[src/include/arxf_pkg.sv]
// Package for the asynchronous receive back end with address filter
package arxf_pkg;
	// ==================================================
	// Sampling and voting
	localparam logic [4:0] ARXF_SPB_NORMAL = 5'h10;  // Samples per bit, normal speed
	localparam logic [4:0] ARXF_SPB_DOUBLE = 5'h08;  // Samples per bit, double speed
	localparam logic [4:0] ARXF_VOTE_N     = 5'h08;  // First vote sample, normal
	localparam logic [4:0] ARXF_VOTE_D     = 5'h04;  // First vote sample, double
	localparam logic [4:0] ARXF_MID_N      = 5'h09;  // Middle vote sample, normal
	localparam logic [4:0] ARXF_MID_D      = 5'h05;  // Middle vote sample, double
	// ==================================================
	// Frame format and receive buffer
	localparam logic [2:0] ARXF_SIZE_9BIT  = 3'h7;   // Nine-bit character code
	localparam logic [3:0] ARXF_MIN_BITS   = 4'h5;   // Data bits at size code 0
	localparam int         ARXF_FIFO_DEPTH = 16;     // Receive buffer depth
	localparam int         ARXF_WORD_W     = 12;     // Stored word width

	// Word kept in the receive buffer
	typedef struct packed {
		logic       frame_error_flag;
		logic       parity_error;
		logic [8:0] data;
		logic       overrun;
	} arxf_word_t;
endpackage : arxf_pkg

[src/hw/arxf_rx.sv]
// Asynchronous receiver: start detect, bit voting, address filter, buffer
`timescale 1ns/100ps
module arxf_rx
	import arxf_pkg::*;
(
	input  wire logic       core_clk,
	input  wire logic       reset_n,
	input  wire logic       serial_rx_line,
	input  wire logic       sample_tick,
	input  wire logic       rx_enable,
	input  wire logic       double_speed_select,
	input  wire logic       addr_filter_enable,
	input  wire logic [2:0] char_size_code,
	input  wire logic       parity_enable,
	input  wire logic       parity_odd,
	input  wire logic       data_read,
	output logic [7:0]      serial_data_reg,
	output logic            rx_ninth_bit,
	output logic            rx_complete_flag,
	output logic            frame_error_flag,
	output logic            parity_error_flag,
	output logic            overrun_flag
);
	typedef enum {ARXF_IDLE, ARXF_START, ARXF_BITS} arxf_state_t;

	logic        rx_meta;
	logic        rx_sync;
	logic        rx_prev;
	arxf_state_t state;
	arxf_state_t next_state;
	logic [4:0]  sample;
	logic [4:0]  next_sample;
	logic [3:0]  bit_idx;
	logic [3:0]  next_bit_idx;
	logic [2:0]  votes;
	logic [2:0]  next_votes;
	logic [10:0] shift;
	logic [10:0] next_shift;
	logic        pend_ovr;
	logic        next_pend_ovr;
	logic        push;
	arxf_word_t  push_word;
	logic        fifo_ready;
	arxf_word_t  head;
	logic        head_valid;
	logic [4:0]  spb;
	logic [4:0]  vote_first;
	logic [3:0]  data_bits;
	logic [3:0]  frame_bits;
	logic        voted;
	logic        frame_type;
	logic [8:0]  data_masked;
	logic        par_calc;
	logic        pop;

	// ==================================================
	// Two-stage synchroniser for the receive line
	always_ff @(posedge core_clk)
	begin
		if (!reset_n)
		begin
			rx_meta <= 1'b1;
			rx_sync <= 1'b1;
		end
		else
		begin
			rx_meta <= serial_rx_line;
			rx_sync <= rx_meta;
		end
	end

	// ==================================================
	// Frame timing and voting
	always_comb
	begin
		spb        = double_speed_select ? ARXF_SPB_DOUBLE : ARXF_SPB_NORMAL;
		vote_first = double_speed_select ? ARXF_VOTE_D : ARXF_VOTE_N;
		data_bits  = (char_size_code == ARXF_SIZE_9BIT) ? 4'h9
			: ARXF_MIN_BITS + {1'b0, char_size_code};
		frame_bits = data_bits + {3'h0, parity_enable} + 4'h1;
		voted      = (votes[0] & votes[1]) | (votes[0] & votes[2])
			| (votes[1] & votes[2]);
		next_state    = state;
		next_sample   = sample;
		next_bit_idx  = bit_idx;
		next_votes    = votes;
		next_shift    = shift;
		push          = 1'b0;
		if (sample_tick)
		begin
			case (state)
				ARXF_IDLE:
				begin
					// Sample 1 is the first low sample after a high one
					if (rx_prev && !rx_sync)
					begin
						next_state  = ARXF_START;
						next_sample = 5'h02;
						next_votes  = '0;
					end
				end
				ARXF_START, ARXF_BITS:
				begin
					if (sample >= vote_first && sample <= vote_first + 5'h02)
						next_votes = {votes[1:0], rx_sync};
					next_sample = sample + 5'h01;
					if (state == ARXF_START && sample == vote_first + 5'h02)
					begin
						// At most one high sample keeps the start bit
						if (((votes[0] & votes[1]) | (votes[0] & rx_sync)
							| (votes[1] & rx_sync)))
							next_state = ARXF_IDLE;
					end
					else if (state == ARXF_BITS && sample == vote_first + 5'h03)
					begin
						next_shift   = {voted, shift[10:1]};
						next_bit_idx = bit_idx + 4'h1;
						if (bit_idx == frame_bits - 4'h1)
						begin
							push       = 1'b1;
							next_state = ARXF_IDLE;
							// A low right after the stop votes is already sample 1
							if (rx_prev && !rx_sync)
							begin
								next_state  = ARXF_START;
								next_sample = 5'h02;
								next_votes  = '0;
							end
						end
					end
					if (next_sample > spb)
					begin
						next_sample = 5'h01;
						if (state == ARXF_START)
						begin
							next_state   = ARXF_BITS;
							next_bit_idx = '0;
						end
					end
				end
				default: next_state = ARXF_IDLE;
			endcase
		end
		if (!rx_enable)
			next_state = ARXF_IDLE;
	end

	// ==================================================
	// Frame assembly and address filter
	always_comb
	begin
		// Align so bit 0 of the frame is at index 0
		logic [10:0] aligned;
		aligned     = 11'h000;
		aligned     = next_shift >> (4'hb - frame_bits);
		data_masked = aligned[8:0] & ~(9'h1ff << data_bits);
		par_calc    = ^data_masked ^ parity_odd;
		frame_type  = (char_size_code == ARXF_SIZE_9BIT)
			? aligned[8] : aligned[frame_bits - 4'h1];
		push_word.data             = data_masked;
		push_word.frame_error_flag = ~aligned[frame_bits - 4'h1];
		push_word.parity_error     = parity_enable
			&& (par_calc != aligned[data_bits]);
		push_word.overrun          = pend_ovr;
		// Filter drops data frames; address frames pass as normal
		// Filter gates only this receive buffer, never a transmit path
		next_pend_ovr = pend_ovr;
		if (push && !(addr_filter_enable && !frame_type))
		begin
			if (fifo_ready)
				next_pend_ovr = 1'b0;
			else
				next_pend_ovr = 1'b1; // Lost frame noted for next store
		end
		if (!rx_enable)
			next_pend_ovr = 1'b0;
	end

	always_ff @(posedge core_clk)
	begin
		if (!reset_n)
		begin
			state    <= ARXF_IDLE;
			sample   <= '0;
			bit_idx  <= '0;
			votes    <= '0;
			shift    <= '0;
			pend_ovr <= 1'b0;
			rx_prev  <= 1'b1;
		end
		else
		begin
			state    <= next_state;
			sample   <= next_sample;
			bit_idx  <= next_bit_idx;
			votes    <= next_votes;
			shift    <= next_shift;
			pend_ovr <= next_pend_ovr;
			rx_prev  <= sample_tick ? rx_sync : rx_prev;
		end
	end

	// ==================================================
	// Receive buffer; frame and parity errors travel with their frame, overrun with the next stored one
	arxf_fifo #(
		.W (ARXF_WORD_W),
		.D (ARXF_FIFO_DEPTH)
	) u_fifo (
		.core_clk  (core_clk),
		.reset_n   (reset_n),
		.flush     (!rx_enable),
		.in_data   (push_word),
		.in_valid  (push && !(addr_filter_enable && !frame_type)),
		.in_ready  (fifo_ready),
		.out_data  (head),
		.out_valid (head_valid),
		.out_ready (pop)
	);

	assign pop = data_read && head_valid && rx_enable;

	// Registered view of the buffer head
	always_ff @(posedge core_clk)
	begin
		if (!reset_n)
		begin
			serial_data_reg   <= 8'h00;
			rx_ninth_bit      <= 1'b0;
			rx_complete_flag  <= 1'b0;
			frame_error_flag  <= 1'b0;
			parity_error_flag <= 1'b0;
			overrun_flag      <= 1'b0;
		end
		else
		begin
			serial_data_reg   <= head_valid ? head.data[7:0] : 8'h00;
			rx_ninth_bit      <= head_valid & head.data[8];
			rx_complete_flag  <= head_valid;
			frame_error_flag  <= head_valid & head.frame_error_flag;
			parity_error_flag <= head_valid & head.parity_error;
			overrun_flag      <= head_valid & head.overrun;
		end
	end
endmodule : arxf_rx

[src/hw/arxf_fifo.sv]
// Synchronous FIFO with valid and ready on both sides
`timescale 1ns/100ps
module arxf_fifo #(
	parameter int W = 12,
	parameter int D = 16
) (
	input  wire logic         core_clk,
	input  wire logic         reset_n,
	input  wire logic         flush,
	input  wire logic [W-1:0] in_data,
	input  wire logic         in_valid,
	output logic              in_ready,
	output logic [W-1:0]      out_data,
	output logic              out_valid,
	input  wire logic         out_ready
);
	localparam int AW = $clog2(D);
	logic [W-1:0]  mem [D];
	logic [AW-1:0] wr_ptr;
	logic [AW-1:0] rd_ptr;
	logic [AW:0]   count;
	logic [AW-1:0] next_wr_ptr;
	logic [AW-1:0] next_rd_ptr;
	logic [AW:0]   next_count;
	logic          push;
	logic          pop;

	// ==================================================
	// Pointer and count update
	always_comb
	begin
		push        = in_valid && in_ready;
		pop         = out_valid && out_ready;
		next_wr_ptr = push ? wr_ptr + 1'b1 : wr_ptr;
		next_rd_ptr = pop ? rd_ptr + 1'b1 : rd_ptr;
		next_count  = count + {{AW{1'b0}}, push} - {{AW{1'b0}}, pop};
		if (flush)
		begin
			next_wr_ptr = '0;
			next_rd_ptr = '0;
			next_count  = '0;
		end
	end

	always_ff @(posedge core_clk)
	begin
		if (!reset_n)
		begin
			wr_ptr <= '0;
			rd_ptr <= '0;
			count  <= '0;
		end
		else
		begin
			wr_ptr <= next_wr_ptr;
			rd_ptr <= next_rd_ptr;
			count  <= next_count;
		end
	end

	// Storage array
	always_ff @(posedge core_clk)
	begin
		if (push)
			mem[wr_ptr] <= in_data;
	end

	assign in_ready  = (count != D[AW:0]);
	assign out_valid = (count != '0);
	assign out_data  = mem[rd_ptr];
endmodule : arxf_fifo

[config.mk]
export PLATFORM = sky130hd
export DESIGN_NAME = arxf_rx
export DESIGN_NICKNAME = d
export VERILOG_FILES = /design/src/include/arxf_pkg.sv /design/src/hw/arxf_rx.sv /design/src/hw/arxf_fifo.sv
export SDC_FILE = /design/constraint.sdc
export NUM_CORES = 1
export LEC_CHECK = 0
export BUFFER_PORTS_ARGS = -buffer_cell sky130_fd_sc_hd__buf_2
export CAP_MARGIN = 30
export CORE_MARGIN = 8
export CORE_UTILIZATION = 50
export DETAILED_ROUTE_END_ITERATION = 6
export GPL_ROUTABILITY_DRIVEN = 0
export GPL_TIMING_DRIVEN = 0
export PLACE_DENSITY = 0.66
export SLEW_MARGIN = 20
export SYNTH_ARGS = -nofsm -noshare
export SYNTH_HDL_FRONTEND = slang
export SYNTH_SLANG_ARGS = --single-unit
[constraint.sdc]
create_clock -name core_clk -period 6.4 [get_ports core_clk]
set_input_delay 0 -clock core_clk [delete_from_list [all_inputs] [get_ports core_clk]]
set_output_delay 0 -clock core_clk [all_outputs]
set_load 0.02 [all_outputs]
==> results of run 1 <==
[kinds of logic after synthesis]
family | count (synthesis)
AND/OR/NAND/NOR | 288
flip-flops | 281
AO/OA/AOI/OAI | 129
buffers and inverters | 92
multiplexers | 84
XOR/XNOR | 28
adder cells (fa/ha/maj) | 26
[final cells by class]
class	instances	area share, %
sequential	281	52.5
multi-input combinational	555	33.8
clock buffer	39	5.31
tap	330	2.87
timing repair buffer	38	1.83
buffer	53	1.77
inverter	39	1.02
clock inverter	12	0.905
[worst paths after layout]
kind	slack, ns	end	depth (start not counted)	from
min	0.02	sample[1]	5	double_speed_select
max	0.86	state[21]	27	char_size_code[1]
min reg2reg	0.41	rx_sync	1	rx_meta
max reg2reg	1.75	u_fifo.mem[3][10]	12	sample[1]
[power groups by stage]
stage / registers (mW) / logic (mW) / clock network, mW
2_1_floorplan: 2.01 / 0.218 / 0
3_3_place_gp: 2.00 / 0.310 / 0
3_5_place_dp: 2.00 / 0.319 / 0
4_1_cts: 1.96 / 0.324 / 1.64
5_1_grt: 1.96 / 0.359 / 1.71
6_report: 1.96 / 0.327 / 1.61
[cells in the mapped netlist, drive strengths merged, types with 4 or more instances]
cell / number / area [um2]
nor2b: 8 / 50.1
nand2: 57 / 216
a211oi: 10 / 85.1
and3: 34 / 213
nor3: 14 / 81.3
clkbuf: 27 / 101
xnor3: 4 / 90.1
ha: 23 / 288
o31ai: 4 / 30.0
a22oi: 4 / 30.0
o21ai: 23 / 115
edfxtp: 192 / 5770
or3: 5 / 36.3
nor2: 48 / 180
a31oi: 10 / 77.6
nand3: 20 / 105
and4: 5 / 43.8
or2: 4 / 25.0
nor4: 16 / 134
a32oi: 6 / 52.6
or4: 4 / 33.8
o211ai: 4 / 35.0
mux2: 7 / 78.8
nand2b: 9 / 56.3
o21a: 5 / 37.5
mux4: 64 / 1440
a21boi: 11 / 82.6
buf: 26 / 153
inv: 39 / 146
and2: 35 / 219
dfxtp: 89 / 1780
a21oi: 21 / 109
nand4: 19 / 125
xor2: 13 / 114
xnor2: 11 / 96.3
o2111ai: 4 / 41.3
mux2i: 13 / 130
nor3b: 5 / 42.5
[through the flow]
stage | total power, mW | hold WS [ns] | util [%] | std cells | instance area (um2)
2_1_floorplan | 2.23 | 0.101 | - | 928 | 12800
3_3_place_gp | 2.31 | 0.187 | 52.9 | 1282 | 13300
3_5_place_dp | 2.32 | 0.184 | 53.1 | 1285 | 13400
4_1_cts | 3.92 | 0.00969 | 56.9 | 1342 | 14300
5_1_grt | 4.03 | 0.0697 | 57.1 | 1347 | 14400
6_report | 3.90 | 0.0211 | 57.1 | 1347 | 14400
[critical path: stages]
cell and delay, ns:
buf_2 0.14, ha_1 0.20, clkbuf_1 0.21, nand2_1 0.19, nand2_1 0.11, inv_1 0.11, ha_1 0.22, inv_1 0.06
ha_1 0.41, buf_2 0.31, inv_2 0.16, ha_1 0.23, xnor3_1 0.54, xor2_1 0.22, nand4_1 0.20, nor3_1 0.32
clkbuf_1 0.38, nor2_1 0.14, ha_1 0.32, a21oi_1 0.23, inv_1 0.09, o31a_1 0.17, and4_1 0.26, nor2_1 0.11
o21ba_2 0.20, clkbuf_1 0.30, and2_1 0.18
[timing repair]
item / 4_1_cts / 5_1_grt
resized for setup: 0 / 0
endpoints found under the setup margin: 0 / 0
hold buffers: 6 / 0
hold endpoints to repair: 17 / 0
[routing by layer]
layer | wire length (um) | global-route usage [%] | part of all wire, %
met5 | 10 | 0 | 0.035
met4 | 853 | 6.08 | 3.0
met3 | 1720 | 2.86 | 6.0
met2 | 13700 | 30.6 | 47
met1 | 12600 | 24.8 | 44
==> flow_summary.toml, run 1 <==
[run_status]
outcome = "finished clean"

[yosys]
ys_seq_elements = 281
synth_top_family_by_area = "multiplexers"
synth_edf_count = 192
synth_xor_area_share_pct = 2.35
yosys_most_used_dff = "edfxtp_1"
syn_area_um2 = 12800
yosysSeqAreaShare_pct = 59.0
synth_warnings = 0
synth-compound-area-share_pct = 7.54
syn_inst = 928
synthArstFlopShare_pct = 0
synthAdderAreaFrac_pct = 2.56
syn_area_per_cell_um2 = 13.8
synth_mux_area_share_pct = 12.9
synthSimpleGateAreaFrac_pct = 12.5
synthDistinctLibCells = 82
syn-num-nets = 965

[sta]
fmax_mhz = 181
clock_skew_ns = 0.0148
relSlewSlack_pct = 36.5
maxSlewViolCount = 0
fin_tns_setup_ns = 0
finalCriticalPeriod_ns = 5.54
finalWorstSetupSlack_ns = 0.862
rsz0062_at_grt = "false"
setup_viol = 0
tightest_slew_ns = 0.953
fin_crit_sh_pct = 86.5
hold_viol = 0

[clocking]
clk_pin_slew_worst_paths_ns = 0.06
clock-sinks = 281
post_cts_buffers = 0
clk_latency_ns = 0.53
cts_tree = "yes"
htree_num_levels = 1
clock-root-buffer = "clkbuf_16"
numCtsBuffers = 29
clk_path_buf_depth = 3

[cells_and_area]
nets = 1034
seqCellArea_um2 = 7550
largestRegisters = "u_fifo.mem: 192 flops, state: 32 flops, shift: 11 flops"
top_register = "u_fifo.mem"
largest_register_ffs = 192
mostFrequentLayoutCells = "192 x edfxtp_1, 89 x dfxtp_1, 64 x mux4_2"
final_common_cell = "edfxtp_1"
drive_gt1_share_pct = 18.9
antenna_cells = 0
n_fill_cell = 2039
area_growth_pct = 12.4
multi_input_area_um2 = 4860

[floorplan]
coreArea_um2 = 25200
initial_core_util_pct = 50.8
num_io_pins = 26
dieArea_um2 = 31000
rows = 58
die_x_um = 176
die_y_um = 176

[pwr]
p_sw_share_pct = 22.5
power_leakage_nw = 5.07
ir_drop_uv = 228
p_int_mw = 3.02
switchingPower_mw = 0.875
p_per_area_nw_per_um2 = 271
p_seq_share_pct = 50.3
clkPwrFrac_pct = 41.3
combPwrFrac_pct = 8.4

[drt]
drt_iter0_markers = 721
first_pass_iters = 5
wl_um = 28900
num_vias = 7988
avgRoutedWirePerCell_um = 21.4
vias_per_cell = 5.93
drc_errors = 0
detail-route-antenna-nets = 0

[worst_setup_path]
cp_max_fo = 10
end_kind = "flip-flop"
worst-setup-path-type = "primary input to flip-flop"
start_kind = "primary input"
required_ns = 6.88
arrival_ns = 6.02

[global_routing]
grt_pass1_wl_um = 45000
antenna_found_initial = 1
first_global_vias = 7782
overflow = 0
track_usage_pct = 18.5
grt_max_degree = 19

[placed_design]
hpwl_um = 19600
post-place-ws_ns = 0.465
portBuffers = 24

[flow_run]
max_cap_violations = 0

[hold_path]
holdCritPathClass = "primary input to flip-flop"
Power figures use the tool's default switching activity.
==> run 2: changes to the inputs <==
- REMOVE_ABC_BUFFERS: default -> 1
==> run 2 against run 1 <==
Sequential share of layout area increased by 1.0 points. Register-to-register slack got worse by 0.63 ns. Utilization shrank 1.0 points. Critical endpoint is now state[26].
==> flow_summary.toml, run 2 (synthesis results as in run 1) <==
[run_status]
outcome = "finished clean"

[cells_and_area]
final_cell_area_um2 = 14100
nets = 979
largest_register_ffs = 192
utilization_pct = 56.0
antenna_cells = 0
largestRegisters = "u_fifo.mem: 192 flops, state: 32 flops, shift: 11 flops"
mostFrequentLayoutCells = "192 x edfxtp_1, 87 x dfxtp_1, 64 x mux4_2"
area_growth_pct = 10.3
top_register = "u_fifo.mem"
final_common_cell = "edfxtp_1"
drive_gt1_share_pct = 18.7
final_cells = 1294
n_fill_cell = 1995

[sta]
tightest_slew_ns = 0.988
finalCriticalPeriod_ns = 5.84
maxSlewViolCount = 0
clock_skew_ns = 0.00868
hold_viol = 0
relSlewSlack_pct = 33.9
fmax_mhz = 171
fin_crit_sh_pct = 91.2
setup_viol = 0
rsz0062_at_grt = "false"

[clocking]
clock-root-buffer = "clkbuf_16"
cts_tree = "yes"
clk_latency_ns = 0.54
numCtsBuffers = 28
clock-sinks = 281
clk_pin_slew_worst_paths_ns = 0.06
clk_path_buf_depth = 3
cts_resized = 0
hold_buffers = 4
htree_num_levels = 1
post_cts_buffers = 0

[drt]
first_pass_iters = 5
drt_iter0_markers = 618
drc_errors = 0
vias_per_cell = 5.96
avgRoutedWirePerCell_um = 21.5
wl_um = 27800
detail-route-antenna-nets = 0
num_vias = 7707

[placed_design]
portBuffers = 25
dpl_cell_area_um2 = 13200
dp_cells = 1235
hpwl_um = 17400

[floorplan]
coreArea_um2 = 25200
dieArea_um2 = 31000
initial_core_util_pct = 50.8
die_x_um = 176
num_io_pins = 26
rows = 58
die_y_um = 176

[global_routing]
grt_pass1_wl_um = 43600
track_usage_pct = 17.8
first_global_vias = 7634
overflow = 0
grt_max_degree = 49
antenna_found_initial = 1

[hold_path]
holdCritPathClass = "primary input to flip-flop"

[worst_setup_path]
end_kind = "flip-flop"
cp.depth = 24
crit_path_top_delay_cell = "ha_1"
max_stage_delay_ns = 0.89
worst-setup-path-type = "primary input to flip-flop"
cp_num_buf_inv = 6
reg2reg_depth = 17
path_cells = "buf_2 -> ha_1 -> nand2_1 -> nand2_1 -> inv_1 -> ha_1 -> inv_1 -> ha_1 -> inv_2 -> ha_1 -> xnor3_1 -> xor2_1 -> nand4_1 -> nor3_1 -> buf_2 -> nor2_1 -> ha_1 -> a21oi_1 -> inv_1 -> o31a_1 -> and4_1 -> nor2_1 -> o21ba_2 -> and2_1"
path_delay_family = "adder cells"
required_ns = 6.88
arrival_ns = 6.32
timing.rr.end = "u_fifo.count[4]"
start_kind = "primary input"
path_common_cell = "ha_1"
ff2ff_setup_slack_ns = 1.12
r2r_start = "state[27]"
critical_path.startpoint = "char_size_code[0]"
endpoint = "state[26]"
cp_max_fo = 30

[pwr]
p_per_area_nw_per_um2 = 271
power_leakage_nw = 4.94
ir_drop_uv = 192

[flow_run]
max_cap_violations = 0
run 2: cell types whose count changed in the layout (fill, tap and decap cells not counted), sizes merged:
cell / previous run / this run
dlygate4sd3: 6 / 5
inv: 39 / 41
clkbuf: 66 / 39
clkinv: 9 / 10
clkinvlp: 0 / 1
buf: 58 / 32
bufinv: 3 / 0
run 2: area by class of cell:
class                      instances  area, um2  area share (%)
clock buffer                      39        813            5.76
clock inverter                    13       67.6           0.479
inverter                          39        146            1.04
multi-input combinational        555       4860            34.4
sequential                       281       7550            53.5
tap                              330        413            2.93
timing repair buffer              37        260            1.84
run 2: layer usage:
layer	share of wire, %	up-vias	wire, um	GRT usage, %
met4	1.7	2	467	4.63
met2	50	233	13800	30.7
li1	-	3609	-	-
met3	6.0	44	1670	2.63
met1	43	3819	11900	23.3
met5	0.047	-	13	0
run 2: power by group:
group	switching [mW]	leakage (nW)	total (mW)	internal, mW
combinational	0.196	2.04	0.308	0.112
sequential	0.00813	2.47	1.96	1.95
clock	0.669	0.438	1.55	0.885
run 2: how the worst min path moves through the flow:
stage,start,end,slack (ns),cells past startpoint
global placement,serial_rx_line,rx_meta,0.18,2
detailed placement,serial_rx_line,rx_meta,0.18,2
CTS,double_speed_select,sample[1],0.03,5
global route,double_speed_select,sample[2],0.07,5
finish,reset_n,rx_meta,0.05,2
floorplan,reset_n,rx_sync,0.07,1
run 2: metrics by stage:
step	power (mW)	hold slack (ns)	worst slack [ns]	setup TNS (ns)
after global placement	2.30	0.183	-0.150	-5.71
after floorplan	2.21	0.0730	1.49	0
after global routing	3.95	0.0684	0.113	0
after detailed placement	2.30	0.183	0.182	0
after CTS	3.85	0.0254	0.712	0
final	3.82	0.0496	0.563	0
